`src/include/sbc_pkg.sv`:
```
/*
 package for the sensorless commutation sequencer: drive codes, state
 encodings and timer figures.
 assumes a 250 MHz clock; capacitor ramps become digital counters.
*/
package sbc_pkg;
	// one phase drive code: high impedance, sourcing, sinking
	typedef enum logic [1:0] {
		SBC_Z = 2'h0,
		SBC_H = 2'h1,
		SBC_L = 2'h2
	} sbc_drive_t;

	// six drive states, one-hot
	typedef enum logic [5:0] {
		SBC_S1 = 6'h01,
		SBC_S2 = 6'h02,
		SBC_S3 = 6'h04,
		SBC_S4 = 6'h08,
		SBC_S5 = 6'h10,
		SBC_S6 = 6'h20
	} sbc_state_t;

	// step watchdog timer phases, one-hot
	typedef enum logic [3:0] {
		SBC_TI_IDLE = 4'h1,
		SBC_TI_FAST = 4'h2,
		SBC_TI_SLOW = 4'h4,
		SBC_TI_DONE = 4'h8
	} sbc_ti_t;

	localparam int SBC_CLK_MHZ      = 250;
	// start oscillator period in microseconds
	localparam int SBC_START_US     = 500_000;
	localparam int SBC_START_CYC    = SBC_START_US * SBC_CLK_MHZ;
	// fast internal delay phase in nanoseconds
	localparam int SBC_FAST_NS      = 400;
	localparam int SBC_FAST_CYC     = (SBC_FAST_NS * SBC_CLK_MHZ + 999) / 1000;
	// watchdog interval in microseconds
	localparam int SBC_WDOG_US      = 3_800;
	localparam int SBC_WDOG_CYC     = SBC_WDOG_US * SBC_CLK_MHZ;
	// measurement timer width; full scale is the maximum delay
	localparam int SBC_CNT_W        = 24;
	localparam logic [23:0] SBC_CNT_FULL = 24'hFF_FFFF;
	localparam logic [23:0] SBC_CNT_ZERO = 24'h00_0000;
endpackage : sbc_pkg

```
`src/verilog/sbc_commutator.sv`:
```
/*
 sensorless bldc commutation sequencer: six-step drive, back-emf channel
 selection, adaptive delay, start oscillator, step watchdog, speed pulse.
 assumes comparator and flyback inputs are synchronous to clk and glitch free.
*/
`timescale 1ns/1ps
module sbc_commutator #(
	parameter int START_CYC = sbc_pkg::SBC_START_CYC,
	parameter int WDOG_CYC  = sbc_pkg::SBC_WDOG_CYC,
	parameter int CNT_W     = sbc_pkg::SBC_CNT_W
) (
	input  wire logic             clk,
	input  wire logic             nrst,
	input  wire logic [2:0]       emf_cmp,
	input  wire logic             flyback,
	output sbc_pkg::sbc_drive_t   phase_out_a,
	output sbc_pkg::sbc_drive_t   phase_out_b,
	output sbc_pkg::sbc_drive_t   phase_out_c,
	output logic                  speed_pulse_out_oe,
	output logic                  speed_pulse_out,
	output logic                  commutate
);
	import sbc_pkg::*;

	sbc_state_t           state_r;
	sbc_state_t           state_nxt;
	sbc_ti_t              ti_r;
	logic [CNT_W-1:0]     measure_r;   // delay_measure_timer
	logic [CNT_W-1:0]     repeat_r;    // delay_repeat_timer
	logic [CNT_W-1:0]     delay_r;     // countdown after a crossing
	logic                 delay_run_r;
	logic                 half_r;      // extra cycle after the countdown reaches zero, gates delay_end
	logic [31:0]          start_r;     // start_osc_timer
	logic [31:0]          wdog_r;      // step_watchdog_timer
	logic                 sel_prev_r;
	logic                 speed_r;
	logic                 measure_ovf_r;

	// drive pattern per state
	function automatic logic [5:0] sbc_drive(input sbc_state_t s);
		case (s)
			SBC_S1:  sbc_drive = {SBC_Z, SBC_L, SBC_H};
			SBC_S2:  sbc_drive = {SBC_H, SBC_L, SBC_Z};
			SBC_S3:  sbc_drive = {SBC_H, SBC_Z, SBC_L};
			SBC_S4:  sbc_drive = {SBC_Z, SBC_H, SBC_L};
			SBC_S5:  sbc_drive = {SBC_L, SBC_H, SBC_Z};
			SBC_S6:  sbc_drive = {SBC_L, SBC_Z, SBC_H};
			default: sbc_drive = {SBC_Z, SBC_Z, SBC_Z};
		endcase
	endfunction : sbc_drive

	// comparator of the floating phase in a drive pattern
	function automatic logic sbc_pick(input logic [5:0] d, input logic [2:0] e);
		if (d[5:4] == SBC_Z) begin
			sbc_pick = e[0];
		end else if (d[3:2] == SBC_Z) begin
			sbc_pick = e[1];
		end else begin
			sbc_pick = e[2];
		end
	endfunction : sbc_pick

	// floating phase comparator and its expected polarity after the crossing
	wire logic [5:0] drv_cur   = sbc_drive(state_r);
	wire logic [5:0] drv_nxt   = sbc_drive(state_nxt);
	wire logic       sel_emf   = sbc_pick(drv_cur, emf_cmp);
	wire logic       sel_nxt   = sbc_pick(drv_nxt, emf_cmp); // primes the edge detector on a step
	wire logic       rising    = state_r[0] | state_r[2] | state_r[4];
	wire logic       emf_right = rising ? sel_emf : ~sel_emf;
	wire logic       zero_x    = (sel_emf != sel_prev_r) && emf_right && !flyback && !delay_run_r;
	wire logic       zero_ok   = zero_x && (ti_r != SBC_TI_DONE);
	wire logic       delay_end = delay_run_r && (delay_r == '0) && half_r;
	wire logic       start_hit = (start_r >= 32'(START_CYC - 1));
	wire logic       step      = delay_end || start_hit;
	wire logic       wdog_end  = (wdog_r >= 32'(WDOG_CYC - 1));

	// next state in fixed order
	always_comb begin
		case (state_r)
			SBC_S1:  state_nxt = SBC_S2;
			SBC_S2:  state_nxt = SBC_S3;
			SBC_S3:  state_nxt = SBC_S4;
			SBC_S4:  state_nxt = SBC_S5;
			SBC_S5:  state_nxt = SBC_S6;
			SBC_S6:  state_nxt = SBC_S1;
			default: state_nxt = SBC_S1;
		endcase
	end

	// drive state and outputs
	always_ff @(posedge clk) begin
		if (!nrst) begin
			state_r     <= SBC_S1;
			phase_out_a <= SBC_Z;
			phase_out_b <= SBC_Z;
			phase_out_c <= SBC_Z;
			commutate   <= 1'b0;
		end else begin
			commutate <= step;
			if (step) begin
				state_r     <= state_nxt;
				phase_out_a <= sbc_drive_t'(drv_nxt[5:4]);
				phase_out_b <= sbc_drive_t'(drv_nxt[3:2]);
				phase_out_c <= sbc_drive_t'(drv_nxt[1:0]);
			end else begin
				phase_out_a <= sbc_drive_t'(drv_cur[5:4]);
				phase_out_b <= sbc_drive_t'(drv_cur[3:2]);
				phase_out_c <= sbc_drive_t'(drv_cur[1:0]);
			end
		end
	end

	// start oscillator, cleared by every commutation
	always_ff @(posedge clk) begin
		if (!nrst || step) begin
			start_r <= 32'h0000_0000;
		end else begin
			start_r <= start_r + 32'h0000_0001;
		end
	end

	// measurement timer: up over a period, paused in flyback
	always_ff @(posedge clk) begin
		if (!nrst || step) begin
			measure_r     <= '0;
			measure_ovf_r <= 1'b0;
		end else if (!flyback) begin
			if (measure_r == {CNT_W{1'b1}}) begin
				measure_ovf_r <= 1'b1;
			end else begin
				measure_r <= measure_r + 1'b1;
			end
		end
	end

	// repeat timer holds half the last measured period, loaded on each step
	always_ff @(posedge clk) begin
		if (!nrst) begin
			repeat_r <= '0;
		end else if (step) begin
			repeat_r <= measure_r >> 1;
		end
	end

	// delay countdown from half of (repeat_r | measure_r), one count per clock, full scale when slow
	always_ff @(posedge clk) begin
		if (!nrst || step) begin
			delay_run_r <= 1'b0;
			delay_r     <= '0;
			half_r      <= 1'b0;
		end else if (zero_ok) begin
			delay_run_r <= 1'b1;
			delay_r     <= measure_ovf_r ? {CNT_W{1'b1}} : (repeat_r | measure_r) >> 1;
			half_r      <= 1'b0;
		end else if (delay_run_r && delay_r != '0) begin
			delay_r <= delay_r - 1'b1;
		end else if (delay_run_r) begin
			half_r <= 1'b1;
		end
	end

	// step watchdog: fast delay, then slow while emf wrong
	always_ff @(posedge clk) begin
		if (!nrst) begin
			ti_r   <= SBC_TI_IDLE;
			wdog_r <= 32'h0000_0000;
		end else begin
			case (ti_r)
				SBC_TI_IDLE: begin
					wdog_r <= 32'h0000_0000;
					if (step) ti_r <= SBC_TI_FAST;
				end
				SBC_TI_FAST: begin
					wdog_r <= wdog_r + 32'h0000_0001;
					if (wdog_r >= 32'(SBC_FAST_CYC - 1)) begin
						wdog_r <= 32'h0000_0000;
						ti_r   <= emf_right ? SBC_TI_IDLE : SBC_TI_SLOW;
					end
				end
				SBC_TI_SLOW: begin
					wdog_r <= wdog_r + 32'h0000_0001;
					if (emf_right) ti_r <= SBC_TI_IDLE;
					else if (wdog_end) ti_r <= SBC_TI_DONE;
				end
				SBC_TI_DONE: begin
					wdog_r <= 32'h0000_0000;
					if (step) ti_r <= SBC_TI_FAST;
				end
				default: ti_r <= SBC_TI_IDLE;
			endcase
		end
	end

	// speed pulse toggles on each crossing taken while the watchdog has not run out; open collector pulls low only
	always_ff @(posedge clk) begin
		if (!nrst) begin
			sel_prev_r         <= 1'b0;
			speed_r            <= 1'b0;
			speed_pulse_out    <= 1'b0;
			speed_pulse_out_oe <= 1'b0;
		end else begin
			sel_prev_r         <= step ? sel_nxt : sel_emf;
			speed_r            <= speed_r ^ zero_ok;
			speed_pulse_out    <= 1'b0;
			speed_pulse_out_oe <= speed_r;
		end
	end
endmodule : sbc_commutator

```
`config.mk`:
```
export PLATFORM = sky130hd
export DESIGN_NAME = sbc_commutator
export DESIGN_NICKNAME = d
export VERILOG_FILES = /design/src/include/sbc_pkg.sv /design/src/verilog/sbc_commutator.sv
export SDC_FILE = /design/constraint.sdc
export NUM_CORES = 1
export LEC_CHECK = 0
export BUFFER_PORTS_ARGS = -buffer_cell sky130_fd_sc_hd__buf_2
export CORE_UTILIZATION = 40
export CTS_BUF_LIST = sky130_fd_sc_hd__clkbuf_16
export CTS_CLUSTER_SIZE = 8
export DETAILED_ROUTE_END_ITERATION = 10
export PLACE_DENSITY = 0.57
export SLEW_MARGIN = 20
export SYNTH_ARGS = -nofsm -noshare
export SYNTH_HDL_FRONTEND = slang
export SYNTH_SLANG_ARGS = --single-unit
```
`constraint.sdc`:
```
create_clock -name clk -period 2.7 [get_ports clk]
set_input_delay 0.135 -clock clk [delete_from_list [all_inputs] [get_ports clk]]
set_output_delay 0.135 -clock clk [all_outputs]
set_load 0.05 [all_outputs]
```
==> run_results.csv <==
group,metric,value,unit
sta,setup_viol,0,
critical_path,path_buf_inv,1,
logic_synthesis,synthTopCellsByCount,"157 x dfxtp_1, 119 x nor2_1, 88 x nand2_1",
sta,tns,0,ns
routing,antenna_left,0,
routing,drc,0,
sta,skew,0.0160,ns
sta,finalCriticalPeriod,2.52,ns
sta,drv_slew,0,
clock_network,path_clk_slew,0.06,ns
power,combinationalPowerShare,0.115,
logic_synthesis,yosysWarnings,0,
critical_path,critical_path.top_delay_family,"simple AND/OR/NAND/NOR gates",
sta,rsz0062_at_grt,"false",
die,ios,15,
worst_hold_path,hp-class,"input pin to register",
die,initial_core_util,0.410,
routing,num_vias,6615,
logic_synthesis,syn_avg_cell_area,8.24,um2
status,status,"completed",
critical_path,worstPathCellList,"or4_1, or4_1, nor4_4, or3_1, buf_12, mux2_2, nor2_1",
critical_path,cp.arrival,2.88,ns
power,p_total,5580,uW
critical_path,cp.depth,7,
cells_and_area,seq_area,3150,um2
clock_network,cts_root_buffer,"clkbuf_16",
power,power.switching,1440,uW
critical_path,startpoint,"delay_r[9]",
logic_synthesis,synth_cell_types,63,
sta,slew_headroom,0.385,
run,maxCapViolCount,0,
grt,grt_usage,0.197,
worst_hold_path,hp-start,"nrst",
logic_synthesis,postSynthCellCount,933,
logic_synthesis,ys_ff_latch,157,
routing,vias_per_cell,5.45,
cells_and_area,multi_input_area,4300,um2
placed_design,gp_congestion,0.836,
grt,first_global_vias,6303,
power,p_leak,0.00311,uW
sta,fmax,0.397,GHz
die,die_area,19800,um2
logic_synthesis,seq_area_frac_synth,0.409,
logic_synthesis,yosysTopAreaCellShare,0.409,
die,die_w,141,um
critical_path,worst_setup_path_start_kind,"register",
grt,grt_max_degree,37,
cells_and_area,nFillCells,1826,
power,swShare,0.258,
logic_synthesis,asyncSetResetFlopFracSynth,0,
sta,period_share,0.932,
power,power.density,627,nW/um2
clock_network,ctsHtreeMaxLevel,4,
cells_and_area,diodes,0,
critical_path,crit_type,"register to register",
critical_path,critPathMaxFanout,32,
logic_synthesis,synthTopCellsByArea,"dfxtp_1 41%, nor2_1 5.8%, xor2_1 5.6%",
logic_synthesis,syn-cell-area,7690,um2
power,power_frac_clock,0.453,
cells_and_area,layout-drive-gt1-share,0.117,
clock_network,cts_buffer_depth,2,
critical_path,slowest_delay,0.53,ns
logic_synthesis,synthFlopType,"dfxtp_1",
critical_path,cp_slowest_cell,"or4_1",
grt,antenna_found_initial,0,
power,ir_worst_vdd,0.000455,V
cells_and_area,final_nets,977,
sta,hold_viol,0,
die,fp-row-count,50,
critical_path,cpMostUsedCell,"or4_1",
power,pwr-share-seq,0.432,
routing,drt_iter0_markers,433,
logic_synthesis,post-synth-top-count-cell,"dfxtp_1",
clock_network,clk_latency,0.43,ns
logic_synthesis,yosysTopAreaCell,"dfxtp_1",
grt,grt_pass1_wl,31100,um
sta,worstMarginPinSlew,0.920,ns
clock_network,numCtsBuffers,17,
die,core_area,18800,um2
critical_path,r2r-start,"delay_r[9]",
grt,overflow,0,
power,cellInternalPower,4140,uW
critical_path,critPathRequiredTime,3.06,ns
critical_path,ff2ff_setup_slack,0.18,ns
critical_path,rr_worst_depth,7,
clock_network,clock_sink_count,157,
worst_hold_path,hold_depth,3,
routing,avgRoutedWirePerCell,15.3,um
critical_path,crit_path_end_kind,"register",
logic_synthesis,synth-edff-count,0,
cells_and_area,area_delta_synth_final,15.8,%
placed_design,dp_hpwl,12800,um
routing,routed_wl,18600,um
die,die_height,141,um
clock_network,cts_tree,"built",
routing,firstDrtPassIters,5,
placed_design,portBuffers,13,
## worst register-to-register path, cell delays in order, from the launching register on
cell,delay [ns]
dfxtp_1,0.30
or4_1,0.53
or4_1,0.49
nor4_4,0.30
or3_1,0.21
buf_12,0.20
mux2_2,0.36
nor2_1,0.09
## power groups by stage
stage / registers (uW) / logic, uW / clock network, uW
3_3_place_gp: 2460 / 642 / 0
3_5_place_dp: 2460 / 638 / 0
5_1_grt: 2420 / 714 / 2680
2_1_floorplan: 2460 / 435 / 0
4_1_cts: 2410 / 640 / 2570
6_report: 2410 / 642 / 2520
## final timing paths
path                                    end
worst max register to register   sel_prev_r
worst min-delay path             state_r[0]
worst min register to register  repeat_r[7]
worst max-delay path             sel_prev_r
## logic make-up (layout without fill, tap and decap cells)
kind of cell | Yosys count | after routing | synth area share
other | 1 | 6 | 0.000488
AND/OR/NAND/NOR | 446 | 446 | 0.293
adder cells (fa/ha/maj) | 4 | 4 | 0.00651
multiplexers | 13 | 13 | 0.0182
AO/OA/AOI/OAI | 148 | 148 | 0.128
XOR/XNOR | 93 | 93 | 0.106
buffers and inverters | 71 | 113 | 0.0381
flip-flops | 157 | 157 | 0.409
## state kept, by name, indices dropped and copies added (netlist names), 2 cells and up
name	flops
start_r	32
repeat_r	22
delay_r	24
phase_out_c	2
phase_out_a	2
state_r	6
phase_out_b	2
ti_r	4
measure_r	24
wdog_r	32
## timing repair
item | in CTS | in global routing
buffers inserted | 0 | 0
hold buffers | 0 | 0
setup endpoints to repair | 0 | 24
resized for setup | 0 | 5
## placed cells by master (no fill, tap or decap), types with 16 or more instances in the layout
cell,n
a211oi_1,22
dfxtp_1,154
buf_4,45
inv_1,21
nor2_1,119
nand3_1,40
xnor2_1,44
nor4_1,37
and3_1,16
a21oi_1,54
xor2_1,49
nor3_1,41
nand2_1,88
clkbuf_16,17
nand4_1,32
## per-layer routing
metal	GRT usage	wire, um
met2	0.315	8410
met1	0.263	9270
met4	0.0686	300
met3	0.0414	622
met5	0	0
## area by class of cell
class	instances	share of cell area
Clock buffer	17	0.0478
Timing Repair Buffer	61	0.0520
Clock inverter	15	0.0222
Sequential cell	157	0.354
Multi-Input combinational cell	710	0.483
Tap cell	234	0.0329
Inverter	20	0.00844
## through the flow
step	hold slack, ns	util	area [um2]	instances	worst slack [ns]
3_3_place_gp	0.429	0.440	8270	1182	0.0894
2_1_floorplan	0.275	-	7710	938	0.0299
5_1_grt	0.175	0.474	8900	1214	0.0430
3_5_place_dp	0.438	0.440	8270	1182	0.0537
4_1_cts	0.139	0.474	8890	1214	0.0446
6_report	0.156	0.474	8900	1214	0.183
(Power assumes the default switching activity.)
